<file path="src/ppb_params.svh">
`ifndef PPB_PARAMS_SVH
`define PPB_PARAMS_SVH

`define PPB_ADR_CTRL 6'h00
`define PPB_ADR_PEN 6'h04
`define PPB_ADR_STAT 6'h08
`define PPB_ADR_PAD 6'h0C
`define PPB_ADR_OUT1 6'h10
`define PPB_ADR_OUT2 6'h14
`define PPB_ADR_IN1 6'h18
`define PPB_ADR_IN2 6'h1C
`define PPB_ADR_IST 6'h20
`define PPB_ADR_IMSK 6'h24

`define PPB_PEN_MASK 16'h47FF
`define PPB_PAD_MASK 16'h0007
`define PPB_CTRL_MASK 16'h003F
`define PPB_CTRL_EN 0
`define PPB_CTRL_MODE 2:1
`define PPB_CTRL_IRQM 4:3
`define PPB_CTRL_BUFD 5
`define PPB_ST_IBF 15
`define PPB_ST_INPUT_OVERFLOW_FLAG 14
`define PPB_ST_OBE 7
`define PPB_ST_OUTPUT_UNDERFLOW_FLAG 6
`define PPB_EV_ACC 0
`define PPB_EV_OV 1
`define PPB_EV_UF 2
`define PPB_EMPTY_RST 4'hF
`define PPB_IRQM_END 2'h1
`define PPB_IRQM_SLOT3 2'h3
`endif

</file>
<file path="src/ppb_pkg.sv">
package ppb_pkg;
    typedef enum logic [1:0] {
        PPB_LEGACY,
        PPB_ADDRESSABLE,
        PPB_MASTER2,
        PPB_MASTER1
    } ppb_mode_t;

    typedef struct packed {
        logic cs;
        logic rd;
        logic wr;
        logic [1:0] addr;
        logic [7:0] data;
    } ppb_host_in_t;

    typedef struct packed {
        logic chip_select_pad;
        logic [8:0] upper_address_pads;
        logic [1:0] low_address_pads;
    } ppb_pad_func_t;
endpackage

</file>
<file path="src/ppb_top.sv">
`timescale 1ns/1ns
`include "ppb_params.svh"
module ppb_top (
    input wire logic ref_clk,
    input wire logic rst_n,
    input wire logic wb_cyc_i,
    input wire logic wb_stb_i,
    input wire logic wb_we_i,
    input wire logic [5:0] wb_adr_i,
    input wire logic [3:0] wb_sel_i,
    input wire logic [31:0] wb_dat_i,
    output logic [31:0] wb_dat_o,
    output logic wb_ack_o,
    input wire ppb_pkg::ppb_host_in_t host_i,
    output logic [7:0] host_data_o,
    output logic host_data_oe,
    output ppb_pkg::ppb_pad_func_t pad_func_o,
    output logic [2:0] pad_config_o,
    output logic irq_o
);
    import ppb_pkg::*;

    ////////////////////////////////////////////////////////////////////
    function automatic logic [3:0] slot_dec(input logic [1:0] idx);
        slot_dec = 4'h1 << idx;
    endfunction

    function automatic logic [7:0] slot_byte(input logic [31:0] w,
                                             input logic [1:0] idx);
        slot_byte = w[idx*8 +: 8];
    endfunction

    ////////////////////////////////////////////////////////////////////
    logic ack_ff;
    logic [31:0] dat_ff;
    logic [15:0] ctrl_ff;
    logic [15:0] pen_ff;
    logic [15:0] pad_ff;
    logic [31:0] ob_ff;
    logic [31:0] ib_ff;
    logic [3:0] ib_full_ff;
    logic [3:0] ob_empty_ff;
    logic input_overflow_flag_ff;
    logic output_underflow_flag_ff;
    logic [2:0] ist_ff;
    logic [2:0] imsk_ff;
    logic rd_q_ff;
    logic wr_q_ff;
    logic [1:0] ptr_ff;
    logic [7:0] hdo_ff;
    logic [15:0] stat;
    logic req, wr_en, rd_en;
    logic slave_mode, mod_en;
    logic h_rd, h_wr, h_acc;
    logic [1:0] slot;
    logic [3:0] h_sel;
    logic [3:0] sw_ob_wr, sw_ib_rd;
    logic set_ov, set_uf, set_acc;
    ppb_mode_t mode;

    ////////////////////////////////////////////////////////////////////
    // Wishbone slave: ack one cycle after the strobe, dropped after
    assign req = wb_cyc_i & wb_stb_i;
    assign wr_en = req & wb_we_i & ack_ff;
    assign rd_en = req & ~wb_we_i & ack_ff;
    assign wb_ack_o = ack_ff;
    assign wb_dat_o = dat_ff;

    always_ff @(posedge ref_clk or negedge rst_n) begin
        if (!rst_n) begin
            ack_ff <= 1'b0;
        end else begin
            ack_ff <= req & ~ack_ff;
        end
    end

    always_comb begin
        stat = 16'h0000;
        stat[`PPB_ST_IBF] = &ib_full_ff;
        stat[`PPB_ST_INPUT_OVERFLOW_FLAG] = input_overflow_flag_ff;
        stat[11:8] = ib_full_ff;
        stat[`PPB_ST_OBE] = &ob_empty_ff;
        stat[`PPB_ST_OUTPUT_UNDERFLOW_FLAG] = output_underflow_flag_ff;
        stat[3:0] = ob_empty_ff;
    end

    // Read data is latched on the first cycle so it holds under ack
    always_ff @(posedge ref_clk or negedge rst_n) begin
        if (!rst_n) begin
            dat_ff <= 32'h0000_0000;
        end else if (req & ~ack_ff) begin
            unique case (wb_adr_i)
                `PPB_ADR_CTRL: dat_ff <= {16'h0000, ctrl_ff};
                `PPB_ADR_PEN: dat_ff <= {16'h0000, pen_ff};
                `PPB_ADR_STAT: dat_ff <= {16'h0000, stat};
                `PPB_ADR_PAD: dat_ff <= {16'h0000, pad_ff};
                `PPB_ADR_OUT1: dat_ff <= {16'h0000, ob_ff[15:0]};
                `PPB_ADR_OUT2: dat_ff <= {16'h0000, ob_ff[31:16]};
                `PPB_ADR_IN1: dat_ff <= {16'h0000, ib_ff[15:0]};
                `PPB_ADR_IN2: dat_ff <= {16'h0000, ib_ff[31:16]};
                `PPB_ADR_IST: dat_ff <= {29'h0000_0000, ist_ff};
                `PPB_ADR_IMSK: dat_ff <= {29'h0000_0000, imsk_ff};
                default: dat_ff <= 32'h0000_0000;
            endcase
        end
    end

    ////////////////////////////////////////////////////////////////////
    // Configuration registers
    always_ff @(posedge ref_clk or negedge rst_n) begin
        if (!rst_n) begin
            ctrl_ff <= 16'h0000;
            pen_ff <= 16'h0000;
            pad_ff <= 16'h0000;
            imsk_ff <= 3'h0;
        end else if (wr_en & wb_sel_i[0]) begin
            unique case (wb_adr_i)
                `PPB_ADR_CTRL: ctrl_ff <= wb_dat_i[15:0] & `PPB_CTRL_MASK;
                `PPB_ADR_PEN: pen_ff <= wb_dat_i[15:0] & `PPB_PEN_MASK;
                `PPB_ADR_PAD: pad_ff <= wb_dat_i[15:0] & `PPB_PAD_MASK;
                `PPB_ADR_IMSK: imsk_ff <= wb_dat_i[2:0];
                default: ;
            endcase
        end
    end

    assign pad_func_o.chip_select_pad = pen_ff[14];
    assign pad_func_o.upper_address_pads = pen_ff[10:2];
    assign pad_func_o.low_address_pads = pen_ff[1:0];
    assign pad_config_o = pad_ff[2:0];

    ////////////////////////////////////////////////////////////////////
    // Host side: strobe rising edges mark one access each
    assign mode = ppb_mode_t'(ctrl_ff[`PPB_CTRL_MODE]);
    assign mod_en = ctrl_ff[`PPB_CTRL_EN];
    always_comb begin
        unique case (mode)
            PPB_LEGACY: slave_mode = 1'b1;
            PPB_ADDRESSABLE: slave_mode = 1'b1;
            PPB_MASTER2: slave_mode = 1'b0;
            PPB_MASTER1: slave_mode = 1'b0;
        endcase
    end

    // Module disabled: no pin driven, no access taken
    assign h_rd = mod_en & slave_mode & host_i.cs & host_i.rd & ~rd_q_ff;
    assign h_wr = mod_en & slave_mode & host_i.cs & host_i.wr & ~wr_q_ff;
    assign h_acc = h_rd | h_wr;
    // Legacy port uses slot 0 unless buffered stepping is on
    assign slot = (mode == PPB_ADDRESSABLE) ? host_i.addr :
                  (ctrl_ff[`PPB_CTRL_BUFD] ? ptr_ff : 2'h0);
    assign h_sel = slot_dec(slot);

    always_ff @(posedge ref_clk or negedge rst_n) begin
        if (!rst_n) begin
            rd_q_ff <= 1'b0;
            wr_q_ff <= 1'b0;
            ptr_ff <= 2'h0;
        end else begin
            rd_q_ff <= host_i.cs & host_i.rd;
            wr_q_ff <= host_i.cs & host_i.wr;
            if (h_acc & (mode == PPB_LEGACY) & ctrl_ff[`PPB_CTRL_BUFD]) begin
                ptr_ff <= ptr_ff + 2'h1;
            end
        end
    end

    always_ff @(posedge ref_clk or negedge rst_n) begin
        if (!rst_n) begin
            hdo_ff <= 8'h00;
        end else if (h_rd) begin
            hdo_ff <= slot_byte(ob_ff, slot);
        end
    end
    assign host_data_o = hdo_ff;
    assign host_data_oe = mod_en & slave_mode & host_i.cs & host_i.rd;

    ////////////////////////////////////////////////////////////////////
    // Buffer storage and per-slot flags
    assign sw_ob_wr[0] = wr_en & (wb_adr_i == `PPB_ADR_OUT1) & wb_sel_i[0];
    assign sw_ob_wr[1] = wr_en & (wb_adr_i == `PPB_ADR_OUT1) & wb_sel_i[1];
    assign sw_ob_wr[2] = wr_en & (wb_adr_i == `PPB_ADR_OUT2) & wb_sel_i[0];
    assign sw_ob_wr[3] = wr_en & (wb_adr_i == `PPB_ADR_OUT2) & wb_sel_i[1];
    assign sw_ib_rd[0] = rd_en & (wb_adr_i == `PPB_ADR_IN1) & wb_sel_i[0];
    assign sw_ib_rd[1] = rd_en & (wb_adr_i == `PPB_ADR_IN1) & wb_sel_i[1];
    assign sw_ib_rd[2] = rd_en & (wb_adr_i == `PPB_ADR_IN2) & wb_sel_i[0];
    assign sw_ib_rd[3] = rd_en & (wb_adr_i == `PPB_ADR_IN2) & wb_sel_i[1];

    always_ff @(posedge ref_clk or negedge rst_n) begin
        if (!rst_n) begin
            ob_ff <= 32'h0000_0000;
            ib_ff <= 32'h0000_0000;
        end else begin
            for (int i = 0; i < 4; i++) begin
                if (sw_ob_wr[i]) begin
                    ob_ff[i*8 +: 8] <= wb_dat_i[(i%2)*8 +: 8];
                end
                // Overflowing writes are dropped; unread data survives
                if (h_wr & h_sel[i] & ~ib_full_ff[i]) begin
                    ib_ff[i*8 +: 8] <= host_i.data;
                end
            end
        end
    end

    // Host fill wins over a software drain in the same cycle
    always_ff @(posedge ref_clk or negedge rst_n) begin
        if (!rst_n) begin
            ib_full_ff <= 4'h0;
        end else begin
            ib_full_ff <= (ib_full_ff & ~sw_ib_rd) |
                          ({4{h_wr}} & h_sel);
        end
    end

    // Fresh software data wins over a host drain of the old byte
    always_ff @(posedge ref_clk or negedge rst_n) begin
        if (!rst_n) begin
            ob_empty_ff <= `PPB_EMPTY_RST;
        end else begin
            ob_empty_ff <= (ob_empty_ff | ({4{h_rd}} & h_sel)) &
                           ~sw_ob_wr;
        end
    end

    assign set_ov = h_wr & |(h_sel & ib_full_ff);
    assign set_uf = h_rd & |(h_sel & ob_empty_ff);

    // Error flags clear by writing zero; a new event wins
    always_ff @(posedge ref_clk or negedge rst_n) begin
        if (!rst_n) begin
            input_overflow_flag_ff <= 1'b0;
            output_underflow_flag_ff <= 1'b0;
        end else begin
            input_overflow_flag_ff <= set_ov | (input_overflow_flag_ff & ~(wr_en &
                (wb_adr_i == `PPB_ADR_STAT) & wb_sel_i[1] &
                ~wb_dat_i[`PPB_ST_INPUT_OVERFLOW_FLAG]));
            output_underflow_flag_ff <= set_uf | (output_underflow_flag_ff & ~(wr_en &
                (wb_adr_i == `PPB_ADR_STAT) & wb_sel_i[0] &
                ~wb_dat_i[`PPB_ST_OUTPUT_UNDERFLOW_FLAG]));
        end
    end

    ////////////////////////////////////////////////////////////////////
    // Interrupts: sticky, write one to clear, set wins
    always_comb begin
        unique case (ctrl_ff[`PPB_CTRL_IRQM])
            `PPB_IRQM_END: set_acc = h_acc;
            `PPB_IRQM_SLOT3: set_acc = h_acc & (slot == 2'h3);
            default: set_acc = 1'b0;
        endcase
    end

    always_ff @(posedge ref_clk or negedge rst_n) begin
        if (!rst_n) begin
            ist_ff <= 3'h0;
        end else begin
            ist_ff <= (ist_ff & ~({3{wr_en & wb_sel_i[0] &
                       (wb_adr_i == `PPB_ADR_IST)}} & wb_dat_i[2:0])) |
                      {set_uf, set_ov, set_acc};
        end
    end
    assign irq_o = |(ist_ff & imsk_ff);

    ////////////////////////////////////////////////////////////////////
    chk_all_full: assert property (@(posedge ref_clk) disable iff (!rst_n)
        stat[`PPB_ST_IBF] == (ib_full_ff == 4'hF))
        else $error("all-full summary wrong");
    chk_all_empty: assert property (@(posedge ref_clk) disable iff (!rst_n)
        stat[`PPB_ST_OBE] == (ob_empty_ff == 4'hF))
        else $error("all-empty summary wrong");
    chk_ovf_set: assert property (@(posedge ref_clk) disable iff (!rst_n)
        h_wr & |(h_sel & ib_full_ff) |=> input_overflow_flag_ff & ist_ff[`PPB_EV_OV])
        else $error("overflow not flagged");
    chk_ovf_hold: assert property (@(posedge ref_clk) disable iff (!rst_n)
        input_overflow_flag_ff & ~wr_en |=> input_overflow_flag_ff)
        else $error("overflow lost without write");
    chk_unf_set: assert property (@(posedge ref_clk) disable iff (!rst_n)
        h_rd & |(h_sel & ob_empty_ff) |=> output_underflow_flag_ff)
        else $error("underflow not flagged");
    chk_full_fill: assert property (@(posedge ref_clk) disable iff (!rst_n)
        h_wr & ~ib_full_ff[slot] |=> ib_full_ff[$past(slot)] &&
        ib_ff[$past(slot)*8 +: 8] == $past(host_i.data))
        else $error("input slot not filled");
    chk_empty_clr: assert property (@(posedge ref_clk) disable iff (!rst_n)
        sw_ob_wr[0] |=> ~ob_empty_ff[0] ##0 ~stat[`PPB_ST_OBE])
        else $error("output slot still empty");
    chk_pen_resv: assert property (@(posedge ref_clk) disable iff (!rst_n)
        (pen_ff & ~`PPB_PEN_MASK) == 16'h0000)
        else $error("reserved pin enable bit set");
    chk_no_access: assert property (@(posedge ref_clk) disable iff (!rst_n)
        ~mod_en |-> ~host_data_oe & ~h_acc)
        else $error("access while disabled");
    chk_slot3_irq: assert property (@(posedge ref_clk) disable iff (!rst_n)
        h_acc & (mode == PPB_ADDRESSABLE) & (host_i.addr == 2'h3) &
        (ctrl_ff[`PPB_CTRL_IRQM] == `PPB_IRQM_SLOT3) |=> ist_ff[`PPB_EV_ACC])
        else $error("slot 3 interrupt missing");
    chk_host_read: assert property (@(posedge ref_clk) disable iff (!rst_n)
        h_rd |=> host_data_o == slot_byte($past(ob_ff), $past(slot)))
        else $error("host read data wrong");

    cov_overflow: cover property (@(posedge ref_clk) disable iff (!rst_n)
        set_ov);
    cov_underflow: cover property (@(posedge ref_clk) disable iff (!rst_n)
        set_uf);
    cov_all_full: cover property (@(posedge ref_clk) disable iff (!rst_n)
        stat[`PPB_ST_IBF] ##[1:50] sw_ib_rd[3]);
    cov_irq: cover property (@(posedge ref_clk) disable iff (!rst_n)
        irq_o);
endmodule

</file>
<file path="config.mk">
export PLATFORM = sky130hd
export DESIGN_NAME = ppb_top
export DESIGN_NICKNAME = d
export VERILOG_FILES = /design/src/ppb_pkg.sv /design/src/ppb_top.sv
export VERILOG_INCLUDE_DIRS = /design/src
export SDC_FILE = /design/constraint.sdc
export NUM_CORES = 1
export LEC_CHECK = 0
export ABC_CLOCK_PERIOD_IN_PS = 3900
export BUFFER_PORTS_ARGS = -buffer_cell sky130_fd_sc_hd__buf_2
export CORE_MARGIN = 2
export CORE_UTILIZATION = 41
export CTS_BUF_LIST = sky130_fd_sc_hd__clkbuf_16
export DETAILED_ROUTE_END_ITERATION = 8
export PLACE_DENSITY = 0.63
export SKIP_CTS_REPAIR_TIMING = 1
export SYNTH_ARGS = -nofsm -noshare
export SYNTH_HDL_FRONTEND = slang
export SYNTH_SLANG_ARGS = --single-unit
</file>
<file path="constraint.sdc">
create_clock -name ref_clk -period 3.9 [get_ports ref_clk]
set_clock_uncertainty 0.15 [all_clocks]
set_input_delay 1.17 -clock ref_clk [delete_from_list [all_inputs] [get_ports ref_clk]]
set_output_delay 1.17 -clock ref_clk [all_outputs]
set_load 0.05 [all_outputs]
</file>
==> results.json <==
{
  "finalCritPeriodShare_pct": 85.2,
  "numCtsBuffers": 17,
  "seq_area_frac_synth_pct": 50.6,
  "wl_mm": 19.0,
  "critical-path-top-cell-by-count": "buf_2",
  "worst_path_max_delay_cell": "buf_2",
  "synth_edf_count": 0,
  "synth_area_um2": 6430,
  "clockRootBuffer": "clkbuf_16",
  "grt_max_degree": 72,
  "buffer_ports.inserted": 83,
  "globalplace.congestion": 0.905,
  "biggest_area_contributors_in_the_synthesized_netlist": "dfrtp_1 (49%), mux2_2 (13%), mux2_4 (3.7%)",
  "clock_tree_from_tritoncts": "done",
  "dp_hpwl_mm": 13.7,
  "postSynth.topFlopCell": "dfrtp_1",
  "max_slew.worst_pin.slew_ns": 1.04,
  "path_clk_slew_ns": 0.06,
  "timing.max_slew.rel_slack_pct": 30.1,
  "peakVddDrop_uv": 281,
  "drive_gt1_share_pct": 37.7,
  "dr.first_iter.drc_count": 429,
  "slew_violations": 0,
  "critPathKind": "input pin to primary output",
  "final.setup.tns_ns": 0,
  "postPlaceCellArea_um2": 7090,
  "power_per_cell_area_nw_per_um2": 415,
  "critPathBufInv": 3,
  "detail_route.drc_violations": 0,
  "design.portCount": 118,
  "final_design_area_no_fill_um2": 7640,
  "setup_repair_after_global_routing_missed_its_margin": "false",
  "p_leak_nw": 3.79,
  "setup.worst_path.end_class": "primary output",
  "min_delay_path_class": "flop to flop",
  "critPathTopFamily": "buffers and inverters",
  "drv.max_cap_violation_count": 0,
  "initial_utilization_pct": 42.2,
  "timing.critical_path.from": "host_i[12]",
  "fp.dieH_um": 129,
  "timing.final.setup_violations": 0,
  "leading_cell_type_in_the_layout_fill_and_taps_excluded": "dfrtp_1",
  "timing.critical_path.cells": "buf_2 -> nand4b_1 -> inv_1 -> buf_2",
  "design.final.nets": 676,
  "post_drt_antenna_nets": 0,
  "synthCells": 525,
  "grt_antenna_before_repair": 0,
  "synth-warning-count": 0,
  "clock_latency_ns": 0.42,
  "cp_max_fo": 7,
  "timing.final.crit_period_ns": 3.32,
  "synthDistinctLibCells": 59,
  "core-area_um2": 15300,
  "area_growth_syn_to_layout_pct": 18.7,
  "ys_seq_elements": 130,
  "global_route_usage_over_all_layers_pct": 23.5,
  "layout.cells.most_common_list": "dfrtp_1 (126), buf_2 (82), mux2_2 (72)",
  "grt_pass1_vias": 4988,
  "clock_sink_count": 130,
  "global_route_wire_length_before_repair_mm": 28.7,
  "max_freq_mhz": 301,
  "clockBufferDepth": 2,
  "avgViaCountPerCell": 5.89,
  "antenna-diode-count": 0,
  "hold_viol_final": 0,
  "ys_async_sr_fraction_pct": 100,
  "critical-path-max-stage-delay_ns": 0.29,
  "crit-reg2reg-launch": "ctrl_ff[1]$_DFFE_PN0P_",
  "outcome": "complete, no violations",
  "route.vias.total": 4939,
  "post_dr_wirelength_cell_um": 22.6,
  "synthDominantCellAreaShare_pct": 49.0,
  "holdCritStartpoint": "wb_dat_o[12]$_DFFE_PN0P_",
  "dieArea_um2": 16700,
  "drt_first_pass_iters": 9,
  "die_w_um": 129,
  "arrival_time_at_the_worst_endpoint_ns": 2.00,
  "cts.htree.levels": 4,
  "globalRouteOverflowTotal": 0,
  "placement_rows": 45,
  "syn-mean-instance-area_um2": 12.3,
  "synthDominantAreaCellType": "dfrtp_1",
  "start_kind": "input pin",
  "cp.required_ns": 2.58
}
-- power by group --
group / total [mW] / internal (mW) / switching (mW)
logic: 0.273 / 0.0666 / 0.206
clock network: 1.50 / 0.920 / 0.580
registers: 1.40 / 1.38 / 0.0195
-- metal layers --
metal	track usage, %	vias to the layer above	part of all wire, %
met5	0	-	0
met4	9.78	0	2.6
met3	6.03	39	7.4
met2	36.2	238	47
met1	31.7	2518	43
li1	-	2144	-
-- registers in the layout (all words and copies together), names as in the netlist --
| name | flops |
|---|---|
| output_underflow_flag_ff | 1 |
| ist_ff | 3 |
| ob_empty_ff | 4 |
| ctrl_ff | 6 |
| imsk_ff | 3 |
| rd_q_ff | 1 |
| pad_ff | 3 |
| host_data_o | 8 |
| ib_full_ff | 4 |
| pen_ff | 12 |
| ob_ff | 32 |
| wb_ack_o | 1 |
| wr_q_ff | 1 |
| input_overflow_flag_ff | 1 |
| wb_dat_o | 16 |
| ib_ff | 32 |
| ptr_ff | 2 |
-- worst register-to-register path, stage by stage, from the launching register on --
cell and delay, ns:
dfrtp_1 0.46, nor2b_1 0.25, o21ai_1 0.39, nor4_4 0.78, mux2_2 0.42
-- cell usage after synthesis, types with 3 or more instances --
| cell type | number |
|---|---|
| mux4_2 | 7 |
| buf_4 | 16 |
| nand3_1 | 9 |
| a222oi_1 | 6 |
| o221ai_1 | 4 |
| buf_6 | 3 |
| mux2i_1 | 17 |
| nor4_1 | 6 |
| nor2_1 | 9 |
| mux2_4 | 16 |
| a2111oi_0 | 4 |
| clkbuf_1 | 21 |
| a221oi_1 | 4 |
| and3_1 | 15 |
| mux2_2 | 72 |
| a21oi_1 | 23 |
| dfrtp_1 | 126 |
| and2_1 | 9 |
| or3_1 | 6 |
| dfstp_2 | 4 |
| inv_1 | 12 |
| a211oi_1 | 10 |
| o2bb2ai_1 | 12 |
| nand4_1 | 6 |
| o32ai_1 | 5 |
| o31ai_1 | 3 |
| buf_2 | 4 |
| nand2_1 | 22 |
| nor2b_1 | 3 |
| buf_1 | 3 |
| o21a_1 | 6 |
| and4_1 | 3 |
| o21ai_0 | 14 |
| nor3_1 | 8 |
-- final cells by class --
class | instances | area [um^2]
inverter | 12 | 45.0
multi-input combinational | 351 | 2930
sequential | 130 | 3260
fill | 1373 | 7620
clock inverter | 14 | 125
timing repair buffer | 104 | 588
tap | 211 | 264
clock buffer | 17 | 425
-- stage by stage --
| step | std cells | total power [mW] | util (%) | hold WS, ns | setup slack (ns) |
|---|---|---|---|---|---|
| 5_1_grt | 839 | 3.28 | 50.1 | 0.357 | 0.522 |
| 6_report | 839 | 3.17 | 50.1 | 0.323 | 0.579 |
| 3_5_place_dp | 808 | 1.69 | 46.5 | 0.311 | 0.435 |
| 3_3_place_gp | 808 | 1.69 | 46.5 | 0.313 | 0.469 |
| 2_1_floorplan | 540 | 1.58 | - | 0.296 | 0.869 |
| 4_1_cts | 839 | 3.19 | 50.1 | 0.325 | 0.577 |
-- path summary, 6_finish.rpt --
check	depth (start not counted)	slack, ns	endpoint
setup / recovery	4	0.58	host_data_oe
hold / removal	2	0.32	wb_dat_o[12]$_DFFE_PN0P_
setup reg to reg	4	1.34	ib_ff[10]$_DFFE_PN0P_
hold reg to reg	2	0.32	wb_dat_o[12]$_DFFE_PN0P_
max in group asynchronous	2	2.10	ob_ff[30]$_DFFE_PN0N_
min in group asynchronous	1	0.74	pen_ff[7]$_DFFE_PN0P_
-- kinds of logic after synthesis --
| family | Yosys count | synth area share [%] |
|---|---|---|
| AO/OA/AOI/OAI | 108 | 12.0 |
| XOR/XNOR | 2 | 0.272 |
| buffers and inverters | 59 | 4.80 |
| flip-flops | 130 | 50.6 |
| multiplexers | 114 | 21.8 |
| other | 1 | 0.0583 |
| AND/OR/NAND/NOR | 111 | 10.4 |
(Power assumes the default switching activity.)
